File: config.mk
export PLATFORM = sky130hd
export DESIGN_NAME = peripheral_interrupt_flag_bank
export DESIGN_NICKNAME = d
export VERILOG_FILES = /design/src/logic/flag_bank_pkg.sv /design/src/logic/sticky_flag_bank.sv /design/src/logic/peripheral_interrupt_flag_bank.sv
export SDC_FILE = /design/constraint.sdc
export NUM_CORES = 1
export LEC_CHECK = 0
export BUFFER_PORTS_ARGS = -buffer_cell sky130_fd_sc_hd__buf_2
export CAP_MARGIN = 20
export CORE_ASPECT_RATIO = 0.6
export CORE_MARGIN = 1.5
export CORE_UTILIZATION = 32
export DETAILED_ROUTE_END_ITERATION = 6
export PLACE_DENSITY = 0.51
export SLEW_MARGIN = 25
export SYNTH_ARGS = -nofsm -noshare
export SYNTH_HDL_FRONTEND = slang
export SYNTH_SLANG_ARGS = --single-unit
File: constraint.sdc
create_clock -name mclk -period 2.2 [get_ports mclk]
set_clock_uncertainty 0.15 [all_clocks]
set_input_delay 0 -clock mclk [delete_from_list [all_inputs] [get_ports mclk]]
set_output_delay 0 -clock mclk [all_outputs]
set_load 0.02 [all_outputs]
File: src/logic/flag_bank_pkg.sv
// constants shared by the peripheral request flag bank
package flag_bank_pkg;

  // ------------------------------------------------------------
  // register indices; byte address is four times the index
  // ------------------------------------------------------------
  localparam logic [11:0] DMA1_ADC_IDX        = 12'h4b5;
  localparam logic [11:0] TIMER_SPI1_IDX      = 12'h4b6;
  localparam logic [11:0] PWM1_TIMER3_UART1_IDX = 12'h4b7;
  localparam logic [11:0] PWM2_SPI2_IDX       = 12'h4b8;
  localparam logic [11:0] FLAG_ENABLE_IDX     = 12'h4c0;
  localparam logic [11:0] BANK_STATUS_IDX     = 12'h4c8;
  localparam logic [11:0] BANK_CLEAR_IDX      = 12'h4c9;
  localparam logic [11:0] BANK_ENABLE_IDX     = 12'h4ca;

  // ------------------------------------------------------------
  // widths and reset values
  // ------------------------------------------------------------
  localparam int unsigned ADDR_W        = 14;
  localparam int unsigned REG_COUNT     = 4;
  localparam int unsigned PERIPH_REG_W  = 8;
  localparam logic [7:0]  FLAGS_RESET   = 8'h00;
  localparam logic [31:0] BANK_RESET    = 32'h0000_0000;
  localparam logic [3:0]  STATUS_RESET  = 4'h0;

  // ------------------------------------------------------------
  // bit positions inside each byte-wide request register
  // ------------------------------------------------------------
  localparam int DMA_CH1_ABORT_POS    = 7;
  localparam int DMA_CH1_OVERRUN_POS  = 6;
  localparam int DMA_CH1_DEST_POS     = 5;
  localparam int DMA_CH1_SRC_POS      = 4;
  localparam int ADC_THRESHOLD_POS    = 0;
  localparam int TIMER0_POS           = 7;
  localparam int CAPCOMP1_POS         = 6;
  localparam int TIMER1_GATE_POS      = 5;
  localparam int TIMER1_POS           = 4;
  localparam int TIMER2_POS           = 3;
  localparam int SPI1_SUMMARY_POS     = 2;
  localparam int SPI1_TRANSMIT_POS    = 1;
  localparam int SPI1_RECEIVE_POS     = 0;
  localparam int PWM1_PARAMETER_POS   = 7;
  localparam int PWM1_PERIOD_POS      = 6;
  localparam int TIMER3_GATE_POS      = 5;
  localparam int TIMER3_POS           = 4;
  localparam int UART1_SUMMARY_POS    = 3;
  localparam int UART1_ERROR_POS      = 2;
  localparam int UART1_TRANSMIT_POS   = 1;
  localparam int UART1_RECEIVE_POS    = 0;
  localparam int PWM2_PARAMETER_POS   = 7;
  localparam int PWM2_PERIOD_POS      = 6;
  localparam int LOGIC_CELL2_POS      = 5;
  localparam int COMPARATOR2_POS      = 4;
  localparam int SPI2_SUMMARY_POS     = 2;
  localparam int SPI2_TRANSMIT_POS    = 1;
  localparam int SPI2_RECEIVE_POS     = 0;

  // ------------------------------------------------------------
  // access masks, byte k of the bank is request register k
  // ------------------------------------------------------------
  localparam logic [31:0] HS_MASK = 32'h70_70_f8_f1;
  localparam logic [31:0] RO_MASK = 32'h87_8f_07_00;

endpackage

File: src/logic/sticky_flag_bank.sv
// sticky hardware-set, software-writable request flags
`timescale 1ns/1ps
module sticky_flag_bank (
  input  wire logic        mclk,
  input  wire logic        rst,
  input  wire logic [31:0] set_pulse,
  input  wire logic [3:0]  wr_lane,
  input  wire logic [7:0]  wr_byte,
  output logic      [31:0] flags
);

  typedef struct packed
  {
    logic [31:0] flag;
  } bank_t;

  bank_t       s_q;
  bank_t       s_d;
  logic [31:0] lane_mask;

  // ------------------------------------------------------------
  // byte lane expansion
  // ------------------------------------------------------------
  genvar k;
  generate
    for (k = 0; k < 4; k++)
    begin : g_lane
      assign lane_mask[8*k +: 8] = {8{wr_lane[k]}};
    end
  endgenerate

  // ------------------------------------------------------------
  // next state
  // ------------------------------------------------------------
  // set wins over a software write of zero, so no event is lost
  always_comb
  begin
    s_d.flag = (lane_mask & {4{wr_byte}}) | (~lane_mask & s_q.flag); // [RL3]
    s_d.flag = (s_d.flag | set_pulse) & flag_bank_pkg::HS_MASK;     // [RL1]
  end

  always_ff @(posedge mclk)
  begin
    if (rst)
      s_q.flag <= flag_bank_pkg::BANK_RESET; // [RL4]
    else
      s_q <= s_d;
  end

  assign flags = s_q.flag;
endmodule

File: src/logic/peripheral_interrupt_flag_bank.sv
// peripheral interrupt request flag bank with avalon-mm register access
//
// Overview of operation
// [RL1] flags set on event regardless of enables
// [RL2] software clears flag before enabling interrupt
// [RL3] set flag holds until software clears it
// [RL4] all flags reset to zero
// [RL5] dma channel1 flags at bits 7..4
// [RL6] adc threshold flag at bit 0
// [RL7] timer/spi1 register layout, bits 7..0
// [RL8] spi1 summary mirrors any bit pending
// [RL9] spi1 transmit/receive read-only mirrors
// [RL10] pwm1/timer3/uart1 register layout, bits 7..0
// [RL11] pwm1 parameter flag follows its register
// [RL12] uart1 summary follows its event register
// [RL13] uart1 error follows its error register
// [RL14] uart1 transmit/receive read-only mirrors
// [RL15] pwm2/spi2 register layout, bit 3 empty
// [RL16] flag and enable forward pending request
//
// Our own choice: the Avalon-MM register port.
`timescale 1ns/1ps
module peripheral_interrupt_flag_bank (
  input  wire logic        mclk,
  input  wire logic        rst,
  input  wire logic [13:0] avs_address,
  input  wire logic        avs_read,
  input  wire logic        avs_write,
  input  wire logic [31:0] avs_writedata,
  input  wire logic [3:0]  avs_byteenable,
  output logic      [31:0] avs_readdata,
  output logic             avs_waitrequest,
  input  wire logic        dma_ch1_abort_event,
  input  wire logic        dma_ch1_overrun_event,
  input  wire logic        dma_ch1_dest_count_event,
  input  wire logic        dma_ch1_src_count_event,
  input  wire logic        adc_threshold_event,
  input  wire logic        timer0_event,
  input  wire logic        capcomp1_event,
  input  wire logic        timer1_gate_event,
  input  wire logic        timer1_event,
  input  wire logic        timer2_event,
  input  wire logic        pwm_unit1_period_event,
  input  wire logic        timer3_gate_event,
  input  wire logic        timer3_event,
  input  wire logic        pwm_unit2_period_event,
  input  wire logic        logic_cell2_event,
  input  wire logic        comparator2_event,
  input  wire logic [7:0]  spi_port1_event_register,
  input  wire logic        spi_port1_transmit_state,
  input  wire logic        spi_port1_receive_state,
  input  wire logic [7:0]  pwm_unit1_event_register,
  input  wire logic [7:0]  serial_port1_event_register,
  input  wire logic [7:0]  serial_port1_error_register,
  input  wire logic        serial_port1_transmit_state,
  input  wire logic        serial_port1_receive_state,
  input  wire logic [7:0]  pwm_unit2_event_register,
  input  wire logic [7:0]  spi_port2_event_register,
  input  wire logic        spi_port2_transmit_state,
  input  wire logic        spi_port2_receive_state,
  output logic      [31:0] pending_request,
  output logic             irq
);

  // ------------------------------------------------------------
  // addresses
  // ------------------------------------------------------------
  localparam logic [13:0] DMA1_ADC_ADDR   = {flag_bank_pkg::DMA1_ADC_IDX, 2'b00};
  localparam logic [13:0] TIMER_SPI1_ADDR = {flag_bank_pkg::TIMER_SPI1_IDX, 2'b00};
  localparam logic [13:0] PWM1_ADDR       = {flag_bank_pkg::PWM1_TIMER3_UART1_IDX, 2'b00};
  localparam logic [13:0] PWM2_ADDR       = {flag_bank_pkg::PWM2_SPI2_IDX, 2'b00};
  localparam logic [13:0] FLAG_EN_ADDR    = {flag_bank_pkg::FLAG_ENABLE_IDX, 2'b00};
  localparam logic [13:0] STATUS_ADDR     = {flag_bank_pkg::BANK_STATUS_IDX, 2'b00};
  localparam logic [13:0] CLEAR_ADDR      = {flag_bank_pkg::BANK_CLEAR_IDX, 2'b00};
  localparam logic [13:0] STATUS_EN_ADDR  = {flag_bank_pkg::BANK_ENABLE_IDX, 2'b00};

  typedef struct packed
  {
    logic        ack;
    logic [31:0] rdata;
    logic [31:0] ro;
    logic [31:0] prev;
    logic [31:0] flag_en;
    logic [3:0]  status;
    logic [3:0]  status_en;
  } state_t;

  state_t      s_q;
  state_t      s_d;
  logic        req;
  logic        commit_wr;
  logic [3:0]  flag_lane;
  logic [31:0] set_vec;
  logic [31:0] hs_flags;
  logic [31:0] combined;
  logic [3:0]  reg_event;

  // ------------------------------------------------------------
  // bus handshake
  // ------------------------------------------------------------
  // one wait state; the write lands at the edge where waitrequest is low
  assign req             = avs_read | avs_write;
  assign avs_waitrequest = req & ~s_q.ack;
  assign commit_wr       = avs_write & s_q.ack & avs_byteenable[0];

  // ------------------------------------------------------------
  // event vector into the sticky bank
  // ------------------------------------------------------------
  always_comb
  begin
    set_vec = flag_bank_pkg::BANK_RESET;
    set_vec[flag_bank_pkg::DMA_CH1_ABORT_POS]        = dma_ch1_abort_event;      // [RL5]
    set_vec[flag_bank_pkg::DMA_CH1_OVERRUN_POS]      = dma_ch1_overrun_event;    // [RL5]
    set_vec[flag_bank_pkg::DMA_CH1_DEST_POS]         = dma_ch1_dest_count_event; // [RL5]
    set_vec[flag_bank_pkg::DMA_CH1_SRC_POS]          = dma_ch1_src_count_event;  // [RL5]
    set_vec[flag_bank_pkg::ADC_THRESHOLD_POS]        = adc_threshold_event;      // [RL6]
    set_vec[8 + flag_bank_pkg::TIMER0_POS]           = timer0_event;             // [RL7]
    set_vec[8 + flag_bank_pkg::CAPCOMP1_POS]         = capcomp1_event;           // [RL7]
    set_vec[8 + flag_bank_pkg::TIMER1_GATE_POS]      = timer1_gate_event;        // [RL7]
    set_vec[8 + flag_bank_pkg::TIMER1_POS]           = timer1_event;             // [RL7]
    set_vec[8 + flag_bank_pkg::TIMER2_POS]           = timer2_event;             // [RL7]
    set_vec[16 + flag_bank_pkg::PWM1_PERIOD_POS]     = pwm_unit1_period_event;   // [RL10]
    set_vec[16 + flag_bank_pkg::TIMER3_GATE_POS]     = timer3_gate_event;        // [RL10]
    set_vec[16 + flag_bank_pkg::TIMER3_POS]          = timer3_event;             // [RL10]
    set_vec[24 + flag_bank_pkg::PWM2_PERIOD_POS]     = pwm_unit2_period_event;   // [RL15]
    set_vec[24 + flag_bank_pkg::LOGIC_CELL2_POS]     = logic_cell2_event;        // [RL15]
    set_vec[24 + flag_bank_pkg::COMPARATOR2_POS]     = comparator2_event;        // [RL15]
  end

  assign flag_lane[0] = commit_wr & (avs_address == DMA1_ADC_ADDR);
  assign flag_lane[1] = commit_wr & (avs_address == TIMER_SPI1_ADDR);
  assign flag_lane[2] = commit_wr & (avs_address == PWM1_ADDR);
  assign flag_lane[3] = commit_wr & (avs_address == PWM2_ADDR);

  // flags are set by events and by software writes; enables only gate the forwarded request
  sticky_flag_bank u_flags (
    .mclk      (mclk),
    .rst       (rst),
    .set_pulse (set_vec),
    .wr_lane   (flag_lane),
    .wr_byte   (avs_writedata[7:0]),
    .flags     (hs_flags)
  ); // [RL1]

  // read-only bits can never be written, the bank masks them out
  assign combined = hs_flags | (s_q.ro & flag_bank_pkg::RO_MASK); // [RL9]

  genvar r;
  generate
    for (r = 0; r < 4; r++)
    begin : g_event
      assign reg_event[r] = |(combined[8*r +: 8] & ~s_q.prev[8*r +: 8]);
    end
  endgenerate

  // ------------------------------------------------------------
  // next state
  // ------------------------------------------------------------
  always_comb
  begin
    s_d      = s_q;
    s_d.ack  = avs_waitrequest;
    s_d.prev = combined;

    // mirrored and summary bits follow the peripheral one cycle late
    s_d.ro = flag_bank_pkg::BANK_RESET;
    s_d.ro[8 + flag_bank_pkg::SPI1_SUMMARY_POS]    = |spi_port1_event_register;    // [RL8]
    s_d.ro[8 + flag_bank_pkg::SPI1_TRANSMIT_POS]   = spi_port1_transmit_state;     // [RL9]
    s_d.ro[8 + flag_bank_pkg::SPI1_RECEIVE_POS]    = spi_port1_receive_state;      // [RL9]
    s_d.ro[16 + flag_bank_pkg::PWM1_PARAMETER_POS] = |pwm_unit1_event_register;    // [RL11]
    s_d.ro[16 + flag_bank_pkg::UART1_SUMMARY_POS]  = |serial_port1_event_register; // [RL12]
    s_d.ro[16 + flag_bank_pkg::UART1_ERROR_POS]    = |serial_port1_error_register; // [RL13]
    s_d.ro[16 + flag_bank_pkg::UART1_TRANSMIT_POS] = serial_port1_transmit_state;  // [RL14]
    s_d.ro[16 + flag_bank_pkg::UART1_RECEIVE_POS]  = serial_port1_receive_state;   // [RL14]
    s_d.ro[24 + flag_bank_pkg::PWM2_PARAMETER_POS] = |pwm_unit2_event_register;    // [RL15]
    s_d.ro[24 + flag_bank_pkg::SPI2_SUMMARY_POS]   = |spi_port2_event_register;    // [RL15]
    s_d.ro[24 + flag_bank_pkg::SPI2_TRANSMIT_POS]  = spi_port2_transmit_state;     // [RL15]
    s_d.ro[24 + flag_bank_pkg::SPI2_RECEIVE_POS]   = spi_port2_receive_state;      // [RL15]

    // read data captured in the wait cycle, held until the next read
    if (avs_read & avs_waitrequest)
    begin
      case (avs_address)
        DMA1_ADC_ADDR:   s_d.rdata = {24'h00_0000, combined[7:0]};   // [RL5]
        TIMER_SPI1_ADDR: s_d.rdata = {24'h00_0000, combined[15:8]};  // [RL7]
        PWM1_ADDR:       s_d.rdata = {24'h00_0000, combined[23:16]}; // [RL10]
        PWM2_ADDR:       s_d.rdata = {24'h00_0000, combined[31:24]}; // [RL15]
        FLAG_EN_ADDR:    s_d.rdata = s_q.flag_en;
        STATUS_ADDR:     s_d.rdata = {28'h000_0000, s_q.status};
        STATUS_EN_ADDR:  s_d.rdata = {28'h000_0000, s_q.status_en};
        default:         s_d.rdata = flag_bank_pkg::BANK_RESET;
      endcase
    end

    // enable writes honour every byte lane
    if (avs_write & s_q.ack & (avs_address == FLAG_EN_ADDR))
    begin
      for (int b = 0; b < 4; b++)
      begin
        if (avs_byteenable[b])
          s_d.flag_en[8*b +: 8] = avs_writedata[8*b +: 8];
      end
    end
    if (commit_wr & (avs_address == STATUS_EN_ADDR))
      s_d.status_en = avs_writedata[3:0];

    // a new event in the clearing cycle keeps its status bit
    if (commit_wr & (avs_address == CLEAR_ADDR))
      s_d.status = s_q.status & ~avs_writedata[3:0];
    s_d.status = s_d.status | reg_event;
  end

  always_ff @(posedge mclk)
  begin
    if (rst)
    begin
      s_q.ack       <= 1'b0;
      s_q.rdata     <= flag_bank_pkg::BANK_RESET;
      s_q.ro        <= flag_bank_pkg::BANK_RESET; // [RL4]
      s_q.prev      <= flag_bank_pkg::BANK_RESET;
      s_q.flag_en   <= flag_bank_pkg::BANK_RESET;
      s_q.status    <= flag_bank_pkg::STATUS_RESET;
      s_q.status_en <= flag_bank_pkg::STATUS_RESET;
    end
    else
      s_q <= s_d;
  end

  // ------------------------------------------------------------
  // outputs
  // ------------------------------------------------------------
  // software is expected to clear a stale flag before it sets the enable
  assign pending_request = combined & s_q.flag_en; // [RL16] [RL2]
  assign irq             = |(s_q.status & s_q.status_en);
  assign avs_readdata    = s_q.rdata;

  // every hardware-set bit, not only the timer0 one
  genvar f;
  generate
    for (f = 0; f < 32; f++)
    begin : g_set_chk
      if (flag_bank_pkg::HS_MASK[f])
      begin : g_hs

      end
    end
  endgenerate

  // a flag rising in the clearing cycle keeps its status bit
  generate
    for (f = 0; f < 4; f++)
    begin : g_status_chk

    end
  endgenerate
endmodule

Word level (Yosys, flattened, before mapping)
Cells that the tools add are included.
- equal/unequal tests: 8
- muxes and demuxes: 2
- bitwise gates (word level): 32
- reduce and logical (&&, ||, !) cells: 15
- operators by type and width (operator ; number):
    $pmux 32 s7 ; 1
    $eq 14x13->1 const B ; 8
    $reduce_or 8->1 ; 10
    $and 31x31->31 ; 2
    $or 31x31->31 ; 2
    $and 32x32->32 ; 1
    $and 8x8->8 ; 4
    $not 8->8 ; 4
    $or 31x32->32 ; 1
    $not 31->31 ; 1
    $and 1x1->1 ; 11
    $and 4x4->4 ; 2
    $reduce_and 2->1 ; 4
    $mux 4 ; 1
    $not 4->4 ; 1
    $or 4x4->4 ; 1
    $reduce_or 4->1 ; 1
    $not 1->1 ; 1
    $or 1x1->1 ; 1
- bits in registers: 133
- input port bits: 124
- output and inout port bits: 66
- word-level logic and storage cells: 68

Longest topological paths before layout
- word-level depth: 7
- mapped depth: 7
- depth with buffers taken out: 5

By module
Synthesis repeated with hierarchy kept, for this count alone.
- cell total of the unflattened synthesis: 676
- area, all modules: 5870.6 µm²
- modules (own cells, without submodules) (module ; times used ; cells an instance ; area an instance (µm²) ; sequential area each (µm²)):
    peripheral_interrupt_flag_bank ; 1 ; 591 ; 5084.9 ; 2342.2
    sticky_flag_bank ; 1 ; 85 ; 785.8 ; 320.3

Worst setup path before layout
Ideal clock, no wire load.
- path type: register to register
- start point: register s_q[136] (netlist name)
- end point: register u_flags.s_q (netlist bit u_flags.flags[0])
- library setup time: 132 ps
- arrival time: 1664 ps
- data required time: 1918 ps
- setup slack: 254 ps
- stages on the path, launching flop included: 7
- path buffers: 1
- period minus slack after synthesis: 1946 ps
- cell sequence: dfxtp_1 and2_1 clkbuf_1 nand2_1 nor4_4 mux2i_1 a21oi_1
- longest elaborated chain between the ends: 7
- elaborated cells on any way between the ends: 8
- classes of those cells: 8 x bitwise
- RTL lines (item ; RTL line ; RTL):
    start: declaration ; peripheral_interrupt_flag_bank.sv:88 ; state_t s_q;
    $and 1x1->1 (*) (2 in a row) ; peripheral_interrupt_flag_bank.sv:104 ; assign commit_wr = avs_write & s_q.ack & avs_byteenable[0];
    $and 1x1->1 (*) ; peripheral_interrupt_flag_bank.sv:130 ; assign flag_lane[0] = commit_wr & (avs_address == DMA1_ADC_ADDR);
    $not 31->31 ; sticky_flag_bank.sv:38 ; s_d.flag = (lane_mask & {4{wr_byte}}) | (~lane_mask & s_q.flag);
    $and 31x31->31 ; sticky_flag_bank.sv:38 ;
    $or 31x31->31 (*) ; sticky_flag_bank.sv:38 ;
    $or 31x31->31 (*) ; sticky_flag_bank.sv:39 ; s_d.flag = (s_d.flag | set_pulse) & flag_bank_pkg::HS_MASK;
    end: declaration ; sticky_flag_bank.sv:17 ; bank_t s_q;
Mark *: on every way between the ends. The rest lies on a longest branch, timed or not.
A chain may end at the register's enable or synchronous reset.

Final worst setup path
- start point: register s_q[136] (netlist name)
- end point: register u_flags.s_q (netlist bit u_flags.flags[29])
- longest elaborated chain between the ends: 7
- elaborated cells on any way between the ends: 8
- classes of those cells: 8 x bitwise
- RTL lines (item ; RTL line ; RTL):
    $and 1x1->1 (*) (2 in a row) ; peripheral_interrupt_flag_bank.sv:104 ;
    $and 1x1->1 (*) ; peripheral_interrupt_flag_bank.sv:133 ; assign flag_lane[3] = commit_wr & (avs_address == PWM2_ADDR);
    $not 31->31 ; sticky_flag_bank.sv:38 ;
    $and 31x31->31 ; sticky_flag_bank.sv:38 ;
    $or 31x31->31 (*) ; sticky_flag_bank.sv:38 ;
    $or 31x31->31 (*) ; sticky_flag_bank.sv:39 ;
Marks and branches as above.

==> results.sh <==
export IMPL_slew_headroom_pct=61.0
export IMPL_area_growth_pct=42.1
export IMPL_num_rows=37
export IMPL_antenna_found_initial=0
export IMPL_cts_clk_slew_worst_paths_ps=60
export IMPL_critPathMaxFanout=5
export IMPL_finalHoldViolations=0
export IMPL_io_pins=190
export IMPL_clockRootBuffer="clkbuf_16"
export IMPL_r2r_start="s_q[136]"
export IMPL_path_class="register to register"
export IMPL_cp_required_ps=2310
export IMPL_r2r_end="u_flags.flags[29]"
export IMPL_cts_tree="yes"
export IMPL_fp_dieW_um=175
export IMPL_p_total_w=0.00566
export IMPL_drt_pre_antenna_iters=5
export IMPL_outcome="complete, no violations"
export IMPL_cap_violations=0
export IMPL_crit_slowest_cell="dfxtp_1"
export IMPL_drc=0
export IMPL_core_area_sq_mm=0.0172
export IMPL_cts_max_level=4
export IMPL_seqCellArea_sq_mm=0.00258
export IMPL_end_kind="register"
export IMPL_crit_path_max_incr_delay_ps=380
export IMPL_final_nets=1041
export IMPL_multiInputGateArea_sq_mm=0.00251
export IMPL_grt_pass1_wl_um=30500
export IMPL_netlist_area_sq_mm=0.00566
export IMPL_grt_setup_unrepaired="no"
export IMPL_antenna_left=0
export IMPL_ctsResizeCount=0
export IMPL_port_buffers=185
export IMPL_grt_overflow=0
export IMPL_p_per_area_mw_per_mm2=703
export IMPL_first_global_vias=5519
export IMPL_hp_class="input pin to register"
export IMPL_fin_tns_setup_ps=0
export IMPL_yosysSeqAreaShare_pct=45.6
export IMPL_final_period_minus_worst_setup_slack_ps=2020
export IMPL_dp_hpwl_um=13900
export IMPL_slew_viol_final=0
export IMPL_reg2reg_slack_ps=180
export IMPL_fmax_mhz=496
export IMPL_start_util_pct=32.9
export IMPL_finalCritPeriodShare_pct=91.6
export IMPL_synth_avg_cell_area_sq_um=8.34
export IMPL_routed_wl_um=19400
export IMPL_cts_buffers=17
export IMPL_synth_seq_cells=129
export IMPL_crit_chain="and2_1, nand2_1, buf_4, nor2b_1, mux2i_1, a21oi_1"
export IMPL_cts_sinks=129
export IMPL_start_kind="register"
export IMPL_via_count=5539
export IMPL_power_leakage_nw=3.39
export IMPL_cp_arrival_ps=2120
export IMPL_post_dp_cell_area_sq_mm=0.00667
export IMPL_wl_per_cell_um=16.6
export IMPL_finalSetupViolations=0
export IMPL_diodes=0
export IMPL_ys_warn_count=0
export IMPL_viasPerCell=4.76
export IMPL_grt_max_degree=57
export IMPL_grt_total_usage_pct=21.5
export IMPL_fill_cells=1753
export IMPL_cts_buffer_depth=2
export IMPL_worstHoldStart="avs_address[4]"
export IMPL_clk_insertion_delay_late_ps=410
export IMPL_gp_congestion=0.842
export IMPL_layout_drive_gt1_share_pct=27.4
export IMPL_tightest_slew_ps=586
export IMPL_hold_ws_ps=41.7
export IMPL_hold_depth=4
export IMPL_reg2reg_depth=6
export IMPL_die_area_sq_mm=0.0185
export IMPL_peakVddDrop_uv=577
export IMPL_drtIter0Drc=412
export IMPL_synth_cell_types=50
export IMPL_fp_dieH_um=106
export IMPL_final_cell_area_sq_mm=0.00805
export IMPL_holdPathEnd="avs_readdata[0]"
export IMPL_synth_cells=679
==> layout make-up <==
cell class	count	share of cell area, %
clock buffer	20	5.68
clock inverter	12	1.35
inverter	44	2.05
multi-input combinational	437	31.2
sequential	129	32.1
tap	234	3.64
timing repair buffer	288	24.0
==> worst max path at each step <==
stage	end	startpoint	cells past startpoint
floorplan	u_flags.flags[0]	s_q[136]	6
global placement	s_q[4]	avs_address[6]	6
detailed placement	s_q[5]	avs_address[6]	6
CTS	u_flags.flags[14]	s_q[136]	6
global route	u_flags.flags[0]	s_q[136]	6
finish	u_flags.flags[29]	s_q[136]	6
==> through the flow <==
step,instances,utilization [%],setup WS [ps]
2_1_floorplan,682,-,254
3_3_place_gp,1051,38.7,133
3_5_place_dp,1051,38.7,88.7
4_1_cts,1164,46.7,169
5_1_grt,1164,46.7,35.9
6_report,1164,46.7,185
==> worst max-delay path, delay by kind of cell (launching register included) <==
kind / cells / cell delay [ps]
AO/OA/AOI/OAI: 1 / 80
flip-flops: 1 / 380
multiplexers: 1 / 230
AND/OR/NAND/NOR: 3 / 840
buffers and inverters: 1 / 200
==> state kept, by name (all words and copies together), names as in the netlist <==
signal and count:
s_q 81, avs_readdata 32, u_flags.flags 16
==> cell families (layout without fill, tap and decap cells) <==
group	count (synthesis)	in the layout	share of synthesized area, %
DFF	129	129	45.6
muxes	18	18	3.23
AOI/OAI and AO/OA	143	143	15.3
buffers and inverters	116	364	10.3
other	1	4	0.0662
and+or+nand+nor	272	272	25.5
==> power breakdown <==
group	total [W]	internal [W]	switching [W]
registers	0.00247	0.00240	0.0000676
logic	0.000506	0.000262	0.000244
clock network	0.00268	0.00162	0.00107
total	0.00566	0.00428	0.00138
==> per-layer routing <==
| metal | vias to the layer above | GRT usage [%] | share of wire, % | routed length, um |
|---|---|---|---|---|
| met5 | - | 0 | 0 | 0 |
| met4 | 0 | 4.15 | 0.39 | 76 |
| met2 | 233 | 31.1 | 41 | 7850 |
| met1 | 2534 | 32.7 | 52 | 10100 |
| li1 | 2761 | - | - | - |
| met3 | 11 | 4.08 | 7.1 | 1370 |
==> cells in the mapped netlist, drive strengths merged <==
cell type | n | area share [%]
dfxtp | 129 | 46
buf | 43 | 5.5
nor2b | 30 | 3.3
or4 | 3 | 0.53
a31oi | 4 | 0.44
or4b | 1 | 0.18
inv | 44 | 2.9
nand2b | 3 | 0.33
a211oi | 5 | 0.66
or2 | 2 | 0.22
and4 | 1 | 0.15
a222oi | 6 | 1.1
nor4b | 2 | 0.31
nor3b | 3 | 0.40
and2 | 30 | 3.3
nor4 | 18 | 2.6
nand3 | 29 | 2.6
conb | 1 | 0.066
o22ai | 6 | 0.66
o21ai | 10 | 0.95
a22oi | 17 | 2.3
mux2 | 2 | 0.40
or3 | 4 | 0.53
nor3 | 6 | 0.93
o221a | 1 | 0.20
o2bb2ai | 2 | 0.31
a21oi | 84 | 7.4
or3b | 3 | 0.51
nor2 | 26 | 1.7
or2b | 1 | 0.15
a221oi | 6 | 0.93
o32ai | 1 | 0.15
nand4b | 3 | 0.46
mux2i | 16 | 2.8
a2111oi | 1 | 0.27
and3 | 3 | 0.33
nand2 | 104 | 6.9
clkbuf | 29 | 1.9
==> timing repair <==
action	CTS	global route
buffers inserted	0	0
hold buffers	81	0
endpoints found under the hold margin	78	0
==> placed cells by master, fill, tap and decap left out, types with 21 or more instances in the layout <==
cell	netlist	final
inv_1	44	44
and2_1	30	30
dfxtp_1	129	129
nor2b_1	30	29
a21oi_1	84	84
buf_4	37	21
nand2_1	104	104
buf_2	2	184
nor2_1	26	26
dlygate4sd3_1	0	81
nand3_1	29	29
No activity file was read; power rests on OpenSTA's default activity.
